===== src/repeater_pkg.sv =====
// Constants, types and defaults shared by the repeater forwarding logic.
// Assumes one 10 MHz clock (mclk) and an active-low asynchronous reset.
package repeater_pkg;

	// ==========================================================
	// Clock
	localparam int MCLK_HZ = 10000000;

	// ==========================================================
	// Parameter store layout, one byte per index
	localparam int PARAM_COUNT = 9;
	localparam logic [3:0] PARAM_LAST = 4'h8;
	localparam logic [3:0] IDX_ADDR_HIGH = 4'h0;
	localparam logic [3:0] IDX_ADDR_LOW = 4'h1;
	localparam logic [3:0] IDX_NETWORK_IDENTIFIER = 4'h2;
	localparam logic [3:0] IDX_REG0 = 4'h3;
	localparam logic [3:0] IDX_REG1 = 4'h4;
	localparam logic [3:0] IDX_CHANNEL = 4'h5;
	localparam logic [3:0] IDX_REG3 = 4'h6;
	localparam logic [3:0] IDX_KEY_HIGH = 4'h7;
	localparam logic [3:0] IDX_KEY_LOW = 4'h8;
	localparam int REPEAT_BIT = 5;
	localparam logic [7:0] CHANNEL_MAX = 8'h50;

	// ==========================================================
	// Factory image, byte i at bits [8*i +: 8]
	localparam logic [7:0] DEF_ADDR = 8'h00;
	localparam logic [7:0] DEF_NETWORK_IDENTIFIER = 8'h00;
	localparam logic [7:0] DEF_CHANNEL = 8'h32;
	localparam logic [39:0] DEF_SEQUENCE = 40'h62_00_00_00_00;
	localparam logic [PARAM_COUNT*8-1:0] DEFAULT_IMAGE = {
		DEF_SEQUENCE[7:0], DEF_SEQUENCE[15:8], DEF_SEQUENCE[23:16], DEF_CHANNEL,
		DEF_SEQUENCE[31:24], DEF_SEQUENCE[39:32], DEF_NETWORK_IDENTIFIER, DEF_ADDR, DEF_ADDR};

	// ==========================================================
	// Modes on the mode-select pins, {pin1, pin0}
	typedef enum logic [1:0] {
		MODE_NORMAL = 2'h0,
		MODE_WOR = 2'h1,
		MODE_CONFIG = 2'h2,
		MODE_SLEEP = 2'h3
	} op_mode_t;

	typedef enum logic [1:0] {
		ST_RELOAD = 2'b01,
		ST_RUN = 2'b10
	} run_state_t;

	// ==========================================================
	// Carriers
	typedef struct packed {
		logic [7:0] network_identifier;
		logic [15:0] dest_addr;
		logic [7:0] payload;
	} air_packet_t;

	typedef struct packed {
		logic [3:0] index;
		logic [7:0] value;
	} cfg_write_t;

	localparam int PKT_W = $bits(air_packet_t);
	localparam int FIFO_DEPTH = 8;

endpackage : repeater_pkg


===== src/radio_repeater_forwarding.sv =====
// Repeater forwarding, parameter store and reload sequencing of a serial radio module.
// Assumes mode pins from outside (synchronised here), all other inputs on mclk.
module radio_repeater_forwarding (
	input wire logic mclk,
	input wire logic rst_b,
	input wire logic [1:0] mode_select_pins,
	input wire logic factory_default_req,
	input wire logic cfg_wr_valid,
	input wire repeater_pkg::cfg_write_t cfg_wr,
	output logic cfg_wr_ack,
	output logic cfg_wr_err,
	input wire logic air_rx_valid,
	output logic air_rx_ready,
	input wire repeater_pkg::air_packet_t air_rx_pkt,
	output logic air_tx_valid,
	input wire logic air_tx_ready,
	output repeater_pkg::air_packet_t air_tx_pkt,
	input wire logic user_tx_valid,
	output logic user_tx_ready,
	input wire logic [7:0] user_tx_data,
	output logic user_rx_valid,
	output logic [7:0] user_rx_data,
	output logic status_aux,
	output logic low_power,
	output logic repeating
);
	import repeater_pkg::*;

	// ==========================================================
	// Mode pin synchroniser
	logic [1:0] mode_meta_reg;
	logic [1:0] mode_sync_reg;
	op_mode_t mode_prev_reg;
	op_mode_t mode_now;

	always_ff @(posedge mclk or negedge rst_b) begin
		if (!rst_b) begin
			mode_meta_reg <= 2'h0;
			mode_sync_reg <= 2'h0;
			mode_prev_reg <= MODE_NORMAL;
		end else begin
			mode_meta_reg <= mode_select_pins;
			mode_sync_reg <= mode_meta_reg;
			mode_prev_reg <= mode_now;
		end
	end
	assign mode_now = op_mode_t'(mode_sync_reg);

	// ==========================================================
	// Reload sequencer
	run_state_t state_reg;
	run_state_t state_next;
	logic [3:0] load_idx_reg;

	always_comb begin
		state_next = state_reg;
		unique case (state_reg)
			ST_RELOAD: begin
				if (load_idx_reg == PARAM_LAST) state_next = ST_RUN;
			end
			ST_RUN: begin
				if (mode_prev_reg == MODE_SLEEP && mode_now != MODE_SLEEP) state_next = ST_RELOAD;
			end
		endcase
	end

	always_ff @(posedge mclk or negedge rst_b) begin
		if (!rst_b) begin
			state_reg <= ST_RELOAD;
			load_idx_reg <= 4'h0;
		end else begin
			state_reg <= state_next;
			load_idx_reg <= (state_reg == ST_RELOAD && state_next == ST_RELOAD) ? load_idx_reg + 4'h1 : 4'h0;
		end
	end

	always_ff @(posedge mclk or negedge rst_b) begin
		if (!rst_b) begin
			status_aux <= 1'b0;
		end else begin
			status_aux <= (state_next == ST_RUN);
		end
	end

	// ==========================================================
	// Parameter store and working copy
	logic [7:0] store_reg [PARAM_COUNT];
	logic [7:0] work_reg [PARAM_COUNT];
	logic cfg_ok;
	logic cfg_range_ok;

	assign cfg_range_ok = (cfg_wr.index <= PARAM_LAST) &&
		!(cfg_wr.index == IDX_CHANNEL && cfg_wr.value > CHANNEL_MAX);
	assign cfg_ok = cfg_wr_valid && mode_now == MODE_CONFIG && state_reg == ST_RUN && cfg_range_ok;

	always_ff @(posedge mclk or negedge rst_b) begin
		if (!rst_b) begin
			for (int i = 0; i < PARAM_COUNT; i++) store_reg[i] <= DEFAULT_IMAGE[i*8 +: 8];
		end else if (factory_default_req) begin
			for (int i = 0; i < PARAM_COUNT; i++) store_reg[i] <= DEFAULT_IMAGE[i*8 +: 8];
		end else if (cfg_ok) begin
			store_reg[cfg_wr.index] <= cfg_wr.value;
		end
	end

	always_ff @(posedge mclk or negedge rst_b) begin
		if (!rst_b) begin
			for (int i = 0; i < PARAM_COUNT; i++) work_reg[i] <= 8'h00;
		end else if (state_reg == ST_RELOAD) begin
			work_reg[load_idx_reg] <= store_reg[load_idx_reg];
		end else if (cfg_ok && !factory_default_req) begin
			work_reg[cfg_wr.index] <= cfg_wr.value;
		end
	end

	always_ff @(posedge mclk or negedge rst_b) begin
		if (!rst_b) begin
			cfg_wr_ack <= 1'b0;
			cfg_wr_err <= 1'b0;
		end else begin
			cfg_wr_ack <= cfg_ok && !factory_default_req;
			cfg_wr_err <= cfg_wr_valid && !cfg_ok;
		end
	end

	// ==========================================================
	// Mode decode
	logic repeat_cfg;
	logic repeating_now;
	logic [7:0] pair_hi;
	logic [7:0] pair_lo;
	logic [7:0] own_network_identifier;
	logic [15:0] own_addr;

	assign repeat_cfg = work_reg[IDX_REG3][REPEAT_BIT];
	assign repeating_now = repeat_cfg && mode_now == MODE_NORMAL && state_reg == ST_RUN;
	assign pair_hi = work_reg[IDX_ADDR_HIGH];
	assign pair_lo = work_reg[IDX_ADDR_LOW];
	assign own_network_identifier = work_reg[IDX_NETWORK_IDENTIFIER];
	assign own_addr = {work_reg[IDX_ADDR_HIGH], work_reg[IDX_ADDR_LOW]};

	always_ff @(posedge mclk or negedge rst_b) begin
		if (!rst_b) begin
			repeating <= 1'b0;
			low_power <= 1'b0;
		end else begin
			repeating <= repeating_now;
			low_power <= (mode_now == MODE_WOR || mode_now == MODE_SLEEP) && !repeat_cfg;
		end
	end

	// ==========================================================
	// Receive and user holding stages
	air_packet_t rx_hold_reg;
	air_packet_t usr_hold_reg;
	air_packet_t fwd_pkt;
	air_packet_t last_fwd_reg;
	logic rx_hold_v_reg;
	logic usr_hold_v_reg;
	logic last_fwd_v_reg;
	logic in_pair;
	logic echo;
	logic fwd_match;
	logic deliver;
	logic rx_consume;
	logic usr_consume;
	logic rx_hold_v_next;
	logic usr_hold_v_next;
	logic fifo_in_valid;
	logic fifo_in_ready;
	air_packet_t fifo_in_data;
	logic fwd_push;

	assign in_pair = rx_hold_reg.network_identifier == pair_hi ||
		rx_hold_reg.network_identifier == pair_lo;
	assign echo = last_fwd_v_reg && rx_hold_reg == last_fwd_reg;
	assign fwd_match = repeating_now && in_pair && !echo;
	always_comb begin
		fwd_pkt = rx_hold_reg;
		fwd_pkt.network_identifier = (rx_hold_reg.network_identifier == pair_hi) ? pair_lo : pair_hi;
	end
	assign deliver = !repeating_now && state_reg == ST_RUN && mode_now == MODE_NORMAL &&
		rx_hold_reg.network_identifier == own_network_identifier && rx_hold_reg.dest_addr == own_addr;
	assign rx_consume = rx_hold_v_reg && (!fwd_match || fifo_in_ready);
	assign fwd_push = rx_hold_v_reg && fwd_match && fifo_in_ready;
	assign fifo_in_valid = (rx_hold_v_reg && fwd_match) || (usr_hold_v_reg && !repeating_now);
	assign fifo_in_data = (rx_hold_v_reg && fwd_match) ? fwd_pkt : usr_hold_reg;
	assign usr_consume = usr_hold_v_reg && (repeating_now || (!(rx_hold_v_reg && fwd_match) && fifo_in_ready));
	assign rx_hold_v_next = (rx_hold_v_reg && !rx_consume) || (air_rx_valid && air_rx_ready);
	assign usr_hold_v_next = (usr_hold_v_reg && !usr_consume) || (user_tx_valid && user_tx_ready);

	always_ff @(posedge mclk or negedge rst_b) begin
		if (!rst_b) begin
			rx_hold_v_reg <= 1'b0;
			rx_hold_reg <= '0;
			air_rx_ready <= 1'b0;
		end else begin
			rx_hold_v_reg <= rx_hold_v_next;
			if (air_rx_valid && air_rx_ready) rx_hold_reg <= air_rx_pkt;
			air_rx_ready <= !rx_hold_v_next && state_next == ST_RUN;
		end
	end

	always_ff @(posedge mclk or negedge rst_b) begin
		if (!rst_b) begin
			usr_hold_v_reg <= 1'b0;
			usr_hold_reg <= '0;
			user_tx_ready <= 1'b0;
		end else begin
			usr_hold_v_reg <= usr_hold_v_next;
			if (user_tx_valid && user_tx_ready) usr_hold_reg <= '{own_network_identifier, own_addr, user_tx_data};
			user_tx_ready <= !usr_hold_v_next && mode_now == MODE_NORMAL && !repeat_cfg &&
				state_next == ST_RUN;
		end
	end

	always_ff @(posedge mclk or negedge rst_b) begin
		if (!rst_b) begin
			last_fwd_v_reg <= 1'b0;
			last_fwd_reg <= '0;
		end else if (fwd_push) begin
			last_fwd_v_reg <= 1'b1;
			last_fwd_reg <= fwd_pkt;
		end
	end

	always_ff @(posedge mclk or negedge rst_b) begin
		if (!rst_b) begin
			user_rx_valid <= 1'b0;
			user_rx_data <= 8'h00;
		end else begin
			user_rx_valid <= rx_hold_v_reg && deliver;
			if (rx_hold_v_reg && deliver) user_rx_data <= rx_hold_reg.payload;
		end
	end

	// ==========================================================
	// Transmit FIFO and output register
	logic fifo_out_valid;
	logic fifo_out_ready;
	logic [PKT_W-1:0] fifo_out_data;

	pkt_fifo #(
		.WIDTH(PKT_W),
		.DEPTH(FIFO_DEPTH)
	) u_tx_fifo (
		.mclk(mclk),
		.rst_b(rst_b),
		.in_valid(fifo_in_valid),
		.in_ready(fifo_in_ready),
		.in_data(fifo_in_data),
		.out_valid(fifo_out_valid),
		.out_ready(fifo_out_ready),
		.out_data(fifo_out_data)
	);

	assign fifo_out_ready = !air_tx_valid || air_tx_ready;

	always_ff @(posedge mclk or negedge rst_b) begin
		if (!rst_b) begin
			air_tx_valid <= 1'b0;
			air_tx_pkt <= '0;
		end else if (fifo_out_ready) begin
			air_tx_valid <= fifo_out_valid;
			if (fifo_out_valid) air_tx_pkt <= air_packet_t'(fifo_out_data);
		end
	end
endmodule : radio_repeater_forwarding


===== src/pkt_fifo.sv =====
// Flip-flop FIFO with valid/ready on both sides.
// Assumes a single clock; reset empties it.
module pkt_fifo #(
	parameter int WIDTH = 32,
	parameter int DEPTH = 8
) (
	input wire logic mclk,
	input wire logic rst_b,
	input wire logic in_valid,
	output logic in_ready,
	input wire logic [WIDTH-1:0] in_data,
	output logic out_valid,
	input wire logic out_ready,
	output logic [WIDTH-1:0] out_data
);
	localparam int PW = (DEPTH > 1) ? $clog2(DEPTH) : 1;
	localparam logic [PW:0] DEPTH_CNT = (PW+1)'(DEPTH);
	localparam logic [PW-1:0] LAST_PTR = PW'(DEPTH - 1);

	// ==========================================================
	// Storage and pointers
	logic [WIDTH-1:0] mem_reg [DEPTH];
	logic [PW-1:0] wr_ptr_reg;
	logic [PW-1:0] rd_ptr_reg;
	logic [PW:0] count_reg;
	logic push;
	logic pop;

	assign in_ready = (count_reg != DEPTH_CNT);
	assign out_valid = (count_reg != '0);
	assign out_data = mem_reg[rd_ptr_reg];
	assign push = in_valid && in_ready;
	assign pop = out_valid && out_ready;

	genvar gi;
	generate
		for (gi = 0; gi < DEPTH; gi++) begin : g_entry
			always_ff @(posedge mclk or negedge rst_b) begin
				if (!rst_b) begin
					mem_reg[gi] <= '0;
				end else if (push && wr_ptr_reg == PW'(gi)) begin
					mem_reg[gi] <= in_data;
				end
			end
		end
	endgenerate

	always_ff @(posedge mclk or negedge rst_b) begin
		if (!rst_b) begin
			wr_ptr_reg <= '0;
			rd_ptr_reg <= '0;
		end else begin
			if (push) begin
				wr_ptr_reg <= (wr_ptr_reg == LAST_PTR) ? '0 : wr_ptr_reg + 1'b1;
			end
			if (pop) begin
				rd_ptr_reg <= (rd_ptr_reg == LAST_PTR) ? '0 : rd_ptr_reg + 1'b1;
			end
		end
	end

	always_ff @(posedge mclk or negedge rst_b) begin
		if (!rst_b) begin
			count_reg <= '0;
		end else if (push && !pop) begin
			count_reg <= count_reg + 1'b1;
		end else if (pop && !push) begin
			count_reg <= count_reg - 1'b1;
		end
	end

endmodule : pkt_fifo


===== config.mk =====
export PLATFORM = sky130hd
export DESIGN_NAME = radio_repeater_forwarding
export DESIGN_NICKNAME = d
export VERILOG_FILES = /design/src/repeater_pkg.sv /design/src/radio_repeater_forwarding.sv /design/src/pkt_fifo.sv
export SDC_FILE = /design/constraint.sdc
export NUM_CORES = 1
export LEC_CHECK = 0
export BUFFER_PORTS_ARGS = -buffer_cell sky130_fd_sc_hd__buf_2
export CAP_MARGIN = 20
export CORE_MARGIN = 2
export CORE_UTILIZATION = 45
export DETAILED_ROUTE_END_ITERATION = 6
export PLACE_DENSITY = 0.68
export SLEW_MARGIN = 20
export SYNTH_ARGS = -nofsm -noshare
export SYNTH_HDL_FRONTEND = slang
export SYNTH_SLANG_ARGS = --single-unit
export TNS_END_PERCENT = 30

===== constraint.sdc =====
create_clock -name mclk -period 8.98 [get_ports mclk]
set_clock_uncertainty 0.15 [all_clocks]
set_input_delay 0.898 -clock mclk [delete_from_list [all_inputs] [get_ports mclk]]
set_output_delay 0.898 -clock mclk [all_outputs]
set_load 0.05 [all_outputs]

==> impl_metrics.env, run 1 <==
export IMPL_yosys_warnings=0
export IMPL_finalMaxSlewViolations=0
export IMPL_numCtsBuffers=54
export IMPL_clk_latency_ns=0.63
export IMPL_max_freq_mhz=239
export IMPL_finalNonFillerCells=2902
export IMPL_vias=19300
export IMPL_maxCapViolCount=0
export IMPL_failed_checks="design-rule violations"
export IMPL_first_pass_iters=7
export IMPL_stdcell_area_um2=27800
export IMPL_grt_pass1_vias=19200
export IMPL_crit_type="reg2reg"
export IMPL_leakage_nw=12.4
export IMPL_initial_core_util_pct=45.3
export IMPL_cp_end_kind="flip-flop"
export IMPL_cts_sinks=523
export IMPL_drive_gt1_share_pct=21.6
export IMPL_fp_dieArea_um2=57100
export IMPL_ys_ff_latch=523
export IMPL_arrival_ns=4.52
export IMPL_avgRoutedWirePerCell_um=25.5
export IMPL_setup_viol=0
export IMPL_grt_overflow=0
export IMPL_ant_nets=0
export IMPL_cts_resized=0
export IMPL_ys_types=62
export IMPL_path_clk_slew_ns=0.06
export IMPL_largest_reg_flops=256
export IMPL_drt_wl_total_um=73900
export IMPL_coreArea_um2=54900
export IMPL_port_buffers=109
export IMPL_post_cts_buffers=0
export IMPL_hp_class="in2async"
export IMPL_die_w_um=239
export IMPL_path_max_fanout=5
export IMPL_drt_iter0_drc=2399
export IMPL_hold_buffers=0
export IMPL_hold_viol=0
export IMPL_grt_pass1_wl_um=115000
export IMPL_dp_cells=2802
export IMPL_worst_endpoint_required_ns=9.31
export IMPL_htreeDepth=2
export IMPL_power_density_nw_per_um2=202
export IMPL_postSynthCellCount=2141
export IMPL_min_period_over_period_pct=46.6
export IMPL_grt_max_degree=160
export IMPL_grt_use_total_pct=26.0
export IMPL_routabilityCongestion=0.914
export IMPL_crit_chain="xor2_1 -> or4b_1 -> or4b_4 -> or4_4 -> and3_1 -> ha_1 -> inv_1 -> ha_1 -> a21o_1 -> a21oi_1 -> xnor2_1 -> nor2_1 -> xor2_1"
export IMPL_syn_num_nets=2218
export IMPL_relSlewSlack_pct=28.3
export IMPL_status="finished with violations"
export IMPL_rsz0062_at_grt="false"
export IMPL_final_nets=2233
export IMPL_antenna_found_initial=0
export IMPL_tns_ns=0
export IMPL_synthToLayoutAreaGrowth_pct=11.8
export IMPL_yosys_most_used_dff="dfrtp_1"
export IMPL_viasPerCell=6.64
export IMPL_finalPower_mw=5.61
export IMPL_crit_path_start_kind="flip-flop"
export IMPL_cts_tree="done"
export IMPL_synthesis_area_um2=24800
export IMPL_dp_hpwl_um=46100
export IMPL_startpoint="rx_hold_reg[28]$_DFFE_PN0P_"
export IMPL_cpMaxStageDelayCell="or4b_1"
export IMPL_clockBufferDepth=3
export IMPL_worst_pin_slew_ns=1.07
export IMPL_antennaDiodeCount=0
export IMPL_r2r_start="rx_hold_reg[28]$_DFFE_PN0P_"
export IMPL_cts_root_buf="clkbuf_16"
export IMPL_crit_path_max_incr_delay_ns=0.54
export IMPL_ioPinCount=110
export IMPL_fin_ws_ns=4.80
export IMPL_ir_drop_mv=0.146
export IMPL_drc=4
export IMPL_rows=86
export IMPL_dp_worst_setup_slack_ns=4.85
export IMPL_synth_edff_count=0
export IMPL_avgSynthCellArea_um2=11.6
export IMPL_period_minus_slack_ns=4.18
export IMPL_ys_async_sr_fraction_pct=100
export IMPL_die_h_um=239
export IMPL_ys_seq_area_share_pct=52.7
export IMPL_placed_cell_area_um2=25900
## metal layers
layer	vias to the layer above	GRT usage (%)	wire, um
li1	8277	-	-
met1	9789	36.3	30500
met2	999	39.5	34200
met3	192	5.73	6370
met4	0	10.6	2800
met5	-	0	0
## cell families (layout without fill, tap and decap cells)
| family | after synthesis | after routing | share of synthesized area [%] |
|---|---|---|---|
| compound gates | 692 | 692 | 18.0 |
| buf+inv | 207 | 264 | 3.58 |
| mux | 269 | 269 | 15.1 |
| xor+xnor | 80 | 80 | 2.82 |
| fa+ha+maj | 16 | 16 | 0.836 |
| simple gates | 354 | 354 | 6.93 |
| flops | 523 | 523 | 52.7 |
## worst paths after layout
check / to / slack [ns] / cells past startpoint
setup / recovery: u_tx_fifo.count_reg[3]$_DFFE_PN0P_ / 4.80 / 13
hold / removal: store_reg[14]$_DFFE_PN0P_ / 0.08 / 1
setup reg to reg: u_tx_fifo.count_reg[3]$_DFFE_PN0P_ / 4.80 / 13
hold reg to reg: mode_now[0]$_DFF_PN0_ / 0.22 / 0
max in group asynchronous: usr_hold_reg[18]$_DFFE_PN0P_ / 6.49 / 3
min in group mclk: mode_now[0]$_DFF_PN0_ / 0.22 / 0
## synthesized netlist by cell type, types with 10 or more instances
cell / n / area share, %
a31oi_1: 385 / 9.7
mux2_2: 121 / 5.5
nor3_1: 29 / 0.58
clkbuf_1: 130 / 2.0
dfrtp_1: 516 / 52
o31ai_1: 129 / 3.9
buf_1: 27 / 0.41
mux4_2: 72 / 6.5
nor2b_1: 13 / 0.33
mux2i_1: 75 / 3.0
and3_1: 12 / 0.30
o21ai_0: 51 / 1.0
buf_2: 23 / 0.46
nand3_1: 63 / 1.3
inv_1: 13 / 0.20
a21oi_1: 44 / 0.89
buf_6: 11 / 0.50
nor2_1: 93 / 1.4
nand4_1: 12 / 0.30
ha_1: 15 / 0.76
o21ai_1: 25 / 0.50
a221o_1: 16 / 0.64
a22oi_1: 16 / 0.48
xnor2_1: 42 / 1.5
nor4_1: 10 / 0.25
nand2_1: 89 / 1.3
xor2_1: 38 / 1.3
## per-stage QoR
stage	hold WS, ns	utilization, %
global route	0.126	50.6
finish	0.0776	50.6
global placement	0.207	47.1
CTS	0.103	50.5
detailed placement	0.215	47.1
floorplan	0.181	-
## critical path, delay by kind of cell (launching register included)
kind	cells	cell delay [ns]
buf+inv	1	0.12
compound gates	2	0.36
fa+ha+maj	2	0.47
flops	1	0.51
simple gates	5	1.90
xor+xnor	3	0.51
## layout make-up
class	instances	area [um2]
multi-input combinational	1411	11000
sequential	523	13100
timing repair buffer	151	905
clock inverter	21	310
inverter	15	56.3
fill	4772	27100
clock buffer	77	1570
tap	704	881
## cell usage in the layout (no fill, tap or decap), types with 3 or more instances in the layout
cell       count
a211o_1        6
a21oi_1       43
a221o_1       16
a22o_1         8
a22oi_1       16
a31oi_1      385
and3_1        10
buf_2        108
buf_4         38
bufinv_16      6
clkbuf_1      11
clkbuf_16     55
clkbuf_8      11
clkinv_2      11
dfrtp_1      513
dfstp_2        7
ha_1          15
inv_1         13
mux2_2       121
mux2i_1       75
mux4_2        72
nand2_1       89
nand3_1       62
nand4_1       12
nand4b_1       3
nor2_1        93
nor2b_1       13
nor3_1        14
nor3_2        15
nor4_1        10
o21ai_0       51
o21ai_1       25
o31ai_1      129
or4_1          5
xnor2_1       42
xor2_1        38
## power breakdown
group | total, mW | switching [mW] | leakage (nW) | internal [mW]
Sequential | 2.53 | 0.111 | 7.13 | 2.41
Clock | 2.37 | 0.975 | 0.921 | 1.39
Combinational | 0.714 | 0.461 | 4.39 | 0.253
(Power assumes the default switching activity.)
==> inputs of run 2 (changes only) <==
==> constraint.sdc (replaced) <==
create_clock -name mclk -period 4.05 [get_ports mclk]
set_clock_uncertainty 0.15 [all_clocks]
set_input_delay 0.405 -clock mclk [delete_from_list [all_inputs] [get_ports mclk]]
set_output_delay 0.405 -clock mclk [all_outputs]
set_load 0.05 [all_outputs]
==> run 2 against run 1 <==
  * The flow still finishes with violations (design-rule violations)
  * Non-clock buffer count grew 107
  * Hold slack lost 0.043 ns
  * Sequential power grew 120%
  * Register-to-register slack lost 4.7 ns
  * Wire length shrank 0.22%
  * Largest cell class unchanged
  * Largest power group unchanged
  * First-iteration DRC count shrank 7.8%
  * Setup slack lost 4.7 ns
  * Critical endpoint unchanged
  * Critical path type unchanged
  * Sequential share of layout area shrank 1.6 points
==> impl_metrics.env, run 2 (synthesized netlist as in run 1, its figures left out) <==
export IMPL_status="finished with violations"
export IMPL_failed_checks="design-rule violations"
export IMPL_rows=86
export IMPL_r2r_start="rx_hold_reg[28]$_DFFE_PN0P_"
export IMPL_hold_depth=3
export IMPL_largest_reg_flops=256
export IMPL_startpoint="rx_hold_reg[28]$_DFFE_PN0P_"
export IMPL_sw_frac_of_total_pct=27.0
export IMPL_crit_path_start_kind="flip-flop"
export IMPL_htreeDepth=2
export IMPL_cts_root_buf="clkbuf_16"
export IMPL_drc=1
export IMPL_p_int_mw=9.27
export IMPL_relSlewSlack_pct=31.4
export IMPL_p_switching_mw=3.43
export IMPL_vias=19600
export IMPL_finalPower_mw=12.7
export IMPL_cp_top_family="simple AND/OR/NAND/NOR gates"
export IMPL_clk_latency_ns=0.62
export IMPL_grt_use_total_pct=26.0
export IMPL_grt_pass1_vias=19700
export IMPL_coreArea_um2=54900
export IMPL_die_w_um=239
export IMPL_rsz0062_at_grt="false"
export IMPL_cpMaxStageDelayCell="or4b_4"
export IMPL_drive_gt1_share_pct=23.0
export IMPL_fp_dieArea_um2=57100
export IMPL_crit_type="reg2reg"
export IMPL_r2r_end="u_tx_fifo.count_reg[3]$_DFFE_PN0P_"
export IMPL_final_nets=2341
export IMPL_dp_hpwl_um=47300
export IMPL_reg2reg_slack_ns=0.15
export IMPL_finalMaxSlewViolations=0
export IMPL_path_clk_slew_ns=0.06
export IMPL_ant_nets=0
export IMPL_synthToLayoutAreaGrowth_pct=15.9
export IMPL_layout_common_cells="dfrtp_1 (513), a31oi_1 (385), o31ai_1 (129)"
export IMPL_layout_commonest_cell="dfrtp_1"
export IMPL_cts_tree="done"
export IMPL_cp_end_kind="flip-flop"
export IMPL_final_util_pct=52.5
export IMPL_hp_class="in2reg"
export IMPL_drt_iter0_drc=2211
export IMPL_initial_core_util_pct=45.3
export IMPL_ir_drop_mv=0.336
export IMPL_clockBufferDepth=3
export IMPL_antenna_found_initial=0
export IMPL_crit_path_max_incr_delay_ns=0.54
export IMPL_period_minus_slack_ns=3.90
export IMPL_ioPinCount=110
export IMPL_routabilityCongestion=0.886
export IMPL_min_period_over_period_pct=96.3
export IMPL_hold_start="cfg_wr[7]"
export IMPL_rr_worst_depth=13
export IMPL_worst_pin_slew_ns=1.02
export IMPL_power_frac_seq_pct=44.6
export IMPL_critPathBufInv=1
export IMPL_grt_overflow=0
export IMPL_cts_sinks=523
export IMPL_holdPathEnd="store_reg[63]$_DFFE_PN0P_"
export IMPL_first_pass_iters=7
export IMPL_avgRoutedWirePerCell_um=24.5
export IMPL_crit_chain="xor2_1 -> or4b_1 -> or4b_4 -> or4_4 -> and3_2 -> ha_1 -> inv_2 -> ha_1 -> a21o_1 -> a21oi_1 -> xnor2_1 -> nor2_1 -> xor2_1"
export IMPL_worst_endpoint_required_ns=4.40
export IMPL_power_frac_comb_pct=12.6
export IMPL_grt_max_degree=129
export IMPL_viasPerCell=6.52
export IMPL_grt_pass1_wl_um=116000
export IMPL_max_freq_mhz=256
export IMPL_antennaDiodeCount=0
export IMPL_maxCapViolCount=0
export IMPL_port_buffers=109
export IMPL_path_max_fanout=4
export IMPL_pwr_share_clk_pct=42.8
export IMPL_hold_viol=0
export IMPL_drt_wl_total_um=73800
export IMPL_arrival_ns=4.25
export IMPL_numCtsBuffers=55
export IMPL_cp_depth=13
export IMPL_tns_ns=0
export IMPL_die_h_um=239
export IMPL_setup_viol=0
export IMPL_leakage_nw=13.0
export IMPL_power_density_nw_per_um2=441
## run 2: cell count changes in the layout (fill, tap and decap cells not counted), moves of 3 or more
cell / change
clkinv_2: -4
nor3_2: -3
buf_4: +57
dlygate4sd3_1: +47
nor3_1: +3
bufinv_16: +3
clkbuf_1: +3
buf_12: +4
## run 2: how the worst max path moves through the flow
stage / to / slack (ns)
2_1_floorplan: u_tx_fifo.count_reg[3]$_DFFE_PN0P_ / 0.20
3_3_place_gp: u_tx_fifo.count_reg[3]$_DFFE_PN0P_ / 0.12
3_5_place_dp: u_tx_fifo.count_reg[3]$_DFFE_PN0P_ / 0.12
4_1_cts: u_tx_fifo.mem_reg[124]$_DFFE_PN0P_ / 0.1
5_1_grt: u_tx_fifo.count_reg[3]$_DFFE_PN0P_ / 0.04
6_report: u_tx_fifo.count_reg[3]$_DFFE_PN0P_ / 0.15
## run 2: cell type report
class	instances	area (um2)
clock buffer	80	1580
clock inverter	22	367
fill	4735	26100
inverter	15	56.3
multi-input combinational	1411	10900
sequential	523	13100
tap	704	881
timing repair buffer	258	1860
## run 2: through the flow
step	area (um2)	cells	hold WS (ns)	worst slack (ns)
after floorplan	24800	2141	-0.0406	0.202
after global placement	26300	2864	0.195	0.121
after detailed placement	26300	2864	0.193	0.120
after CTS	28800	3013	0.00456	0.0988
after global routing	28800	3013	0.0262	0.0428
final	28800	3013	0.0347	0.148
## run 2: routing by layer
metal  up-vias  part of all wire [%]  track usage [%]
met5         -                     0                0
met4         0                   3.8             10.0
met2      1002                    47             41.0
met3       187                   8.5             4.65
li1       8530                     -                -
met1      9923                    41             36.0
## run 2: worst min-delay path: stages
cell,delay [ns]
buf_2,0.19
nand3_1,0.10
a21oi_1,0.06
## run 2: timing repair
action                                  4_1_cts  5_1_grt
endpoints found under the setup margin        0        1
hold buffers                                 47        0
resized for setup                             0        2
endpoints found under the hold margin       133        0
setup buffers                                 0        0
## run 2: power groups by stage
| stage | clock, mW | combinational, mW | sequential [mW] |
|---|---|---|---|
| 6_report | 5.43 | 1.60 | 5.67 |
| 3_3_place_gp | 0 | 1.55 | 5.75 |
| 4_1_cts | 5.51 | 1.61 | 5.67 |
| 2_1_floorplan | 0 | 0.977 | 5.74 |
| 3_5_place_dp | 0 | 1.57 | 5.76 |
| 5_1_grt | 5.74 | 1.71 | 5.70 |
==> inputs of run 3 (changes only) <==
--- a/config.mk
+++ b/config.mk
@@ -5,12 +5,14 @@
 export SDC_FILE = /design/constraint.sdc
 export NUM_CORES = 1
 export LEC_CHECK = 0
+export ABC_AREA = 1
 export BUFFER_PORTS_ARGS = -buffer_cell sky130_fd_sc_hd__buf_2
 export CAP_MARGIN = 20
 export CORE_MARGIN = 2
 export CORE_UTILIZATION = 45
 export DETAILED_ROUTE_END_ITERATION = 6
 export PLACE_DENSITY = 0.68
+export SETUP_SLACK_MARGIN = 0.5
 export SLEW_MARGIN = 20
 export SYNTH_ARGS = -nofsm -noshare
 export SYNTH_HDL_FRONTEND = slang
==> run 3 against run 2 <==
  * The run now ends clean
  * Wire length up 7.3%
  * Area after synthesis grew 1.4%
  * Highest routed layer unchanged
  * Largest power group unchanged
  * Via count is 15% higher
  * Critical endpoint is now u_tx_fifo.mem_reg[23]$_DFFE_PN0P_
==> impl_metrics.env, run 3 <==
export IMPL_die_w_um=241
export IMPL_period_minus_slack_ns=3.50
export IMPL_avgRoutedWirePerCell_um=19.5
export IMPL_path_clk_slew_ns=0.06
export IMPL_tns_ns=0
export IMPL_routabilityCongestion=1.01
export IMPL_yosys_area_top_type="dfrtp_1"
export IMPL_finalMaxSlewViolations=0
export IMPL_status="completed"
export IMPL_yosys_most_used_dff="dfrtp_1"
export IMPL_rows=86
export IMPL_synth_area_leaders="dfrtp_1 (51%), nand2_1 (16%), nand3_1 (7.8%)"
export IMPL_synthToLayoutAreaGrowth_pct=14.2
export IMPL_ys_async_sr_fraction_pct=100
export IMPL_port_buffers=109
export IMPL_fp_dieArea_um2=57900
export IMPL_cp_end_kind="flip-flop"
export IMPL_synthTopCellsByCount="nand2_1 (1,073), dfrtp_1 (516), nand3_1 (392)"
export IMPL_final_nets=3357
export IMPL_cts_root_buf="clkbuf_16"
export IMPL_antenna_found_initial=1
export IMPL_worst_pin_slew_ns=1.01
export IMPL_synth_edff_count=0
export IMPL_maxCapViolCount=0
export IMPL_cp_common_cell="nand2_1"
export IMPL_grt_max_degree=138
export IMPL_grt_pass1_wl_um=126000
export IMPL_synthesis_area_um2=25200
export IMPL_power_density_nw_per_um2=492
export IMPL_grt_use_total_pct=28.0
export IMPL_ir_drop_mv=0.309
export IMPL_grt_pass1_vias=22400
export IMPL_dp_hpwl_um=48500
export IMPL_finalPower_mw=14.2
export IMPL_fillCellCount=5320
export IMPL_drt_wl_total_um=79200
export IMPL_ys_types=41
export IMPL_postSynthCellCount=3190
export IMPL_first_pass_iters=7
export IMPL_cts_tree="done"
export IMPL_path_max_fanout=23
export IMPL_crit_path_start_kind="flip-flop"
export IMPL_drt_iter0_drc=2503
export IMPL_arrival_ns=3.91
export IMPL_crit_type="reg2reg"
export IMPL_cpMaxStageDelayCell="nand2_1"
export IMPL_grt_overflow=0
export IMPL_ys_seq_area_share_pct=52.0
export IMPL_layout_commonest_cell="nand2_1"
export IMPL_clk_latency_ns=0.62
export IMPL_clockBufferDepth=3
export IMPL_coreArea_um2=55200
export IMPL_drive_gt1_share_pct=8.97
export IMPL_min_period_over_period_pct=86.5
export IMPL_crit_chain="nor2_1 -> nand3_1 -> nand2_1 -> nand2_8 -> buf_4 -> nand2_1 -> buf_4 -> nand2_1 -> nand2_1"
export IMPL_cp_top_family="simple AND/OR/NAND/NOR gates"
export IMPL_setup_viol=0
export IMPL_htreeDepth=2
export IMPL_cts_sinks=523
export IMPL_relSlewSlack_pct=32.3
export IMPL_leakage_nw=14.9
export IMPL_yosysMostFrequentCell="nand2_1"
export IMPL_drc=0
export IMPL_crit_path_max_incr_delay_ns=0.72
export IMPL_largest_reg_flops=256
export IMPL_hp_class="in2reg"
export IMPL_critPathBufInv=2
export IMPL_die_h_um=241
export IMPL_avgSynthCellArea_um2=7.90
export IMPL_rsz0062_at_grt="false"
export IMPL_viasPerCell=5.57
export IMPL_synth_top_area_share_pct=51.3
export IMPL_numCtsBuffers=54
export IMPL_hold_viol=0
export IMPL_ant_nets=0
export IMPL_worst_endpoint_required_ns=4.45
export IMPL_layout_common_cells="nand2_1 (1,071), dfrtp_1 (513), nand3_1 (392)"
export IMPL_yosys_warnings=0
export IMPL_ioPinCount=110
export IMPL_multi_input_area_um2=10700
export IMPL_regArea_um2=13100
export IMPL_vias=22700
export IMPL_initial_core_util_pct=45.6
export IMPL_ys_ff_latch=523
export IMPL_syn_num_nets=3267
export IMPL_max_freq_mhz=286
export IMPL_antennaDiodeCount=0
-- run 3: metrics by stage --
stage	hold slack, ns	cell area, um2	utilization (%)	setup slack (ns)	instances
after floorplan	-0.0406	25200	-	0.966	3190
after global placement	0.190	26300	47.7	0.462	3909
after detailed placement	0.191	26300	47.7	0.476	3910
after CTS	0.0742	28700	52.0	0.583	4062
after global routing	0.144	28800	52.1	0.468	4070
final	0.0988	28800	52.1	0.548	4070
-- run 3: path summary, 6_finish.rpt --
path / end / startpoint / cells after the start / slack [ns]
max reg2reg: u_tx_fifo.mem_reg[23]$_DFFE_PN0P_ / u_tx_fifo.count_reg[0]$_DFFE_PN0P_ / 9 / 0.55
min: store_reg[30]$_DFFE_PN0P_ / cfg_wr[9] / 6 / 0.1
min in group asynchronous: u_tx_fifo.mem_reg[25]$_DFFE_PN0P_ / rst_b / 2 / 0.13
max in group asynchronous: store_reg[69]$_DFFE_PN0P_ / rst_b / 3 / 2.47
min reg2reg: mode_now[1]$_DFF_PN0_ / mode_meta_reg[1]$_DFF_PN0_ / 0 / 0.20
max: u_tx_fifo.mem_reg[23]$_DFFE_PN0P_ / u_tx_fifo.count_reg[0]$_DFFE_PN0P_ / 9 / 0.55
-- run 3: layout make-up --
class                           instances  area share (%)
Clock buffer                           84            5.61
Clock inverter                         14           0.709
Inverter                              169            2.21
Multi-Input combinational cell       2311            37.1
Sequential cell                       523            45.5
Tap cell                              748            3.25
Timing Repair Buffer                  221            5.56
-- run 3: where the power goes --
group          leakage (nW)  switching [mW]  internal [mW]
Combinational          7.13            2.46          0.926
Sequential             6.91           0.159           5.44
Clock                 0.889            2.14           3.04
-- run 3: timing repair --
item                       4_1_cts  5_1_grt
hold buffers                    53        0
pin swaps                        1        1
setup buffers                    0        7
resized for setup                1        0
gates cloned                     1        1
hold endpoints to repair       105        0
setup endpoints to repair        1      114
-- run 3: per-layer routing --
metal / wire length [um] / up-vias / track usage, %
met5: 0 / - / 0
met4: 3330 / 0 / 12.3
met3: 6550 / 192 / 4.87
met2: 36800 / 987 / 44.7
met1: 32500 / 10900 / 37.6
li1: - / 10600 / -
-- run 3: cells by family after synthesis --
kind of cell    synth area share (%)
compound gates                  10.5
xor+xnor                        1.11
fa+ha+maj                      0.824
buf+inv                         5.99
flops                           52.0
mux                            0.715
simple gates                    28.9
-- run 3: worst reg2reg max path: cells and delay by family (launching register included) --
kind | cells | cell delay [ns]
buf+inv | 2 | 0.73
flops | 1 | 0.44
simple gates | 7 | 2.12
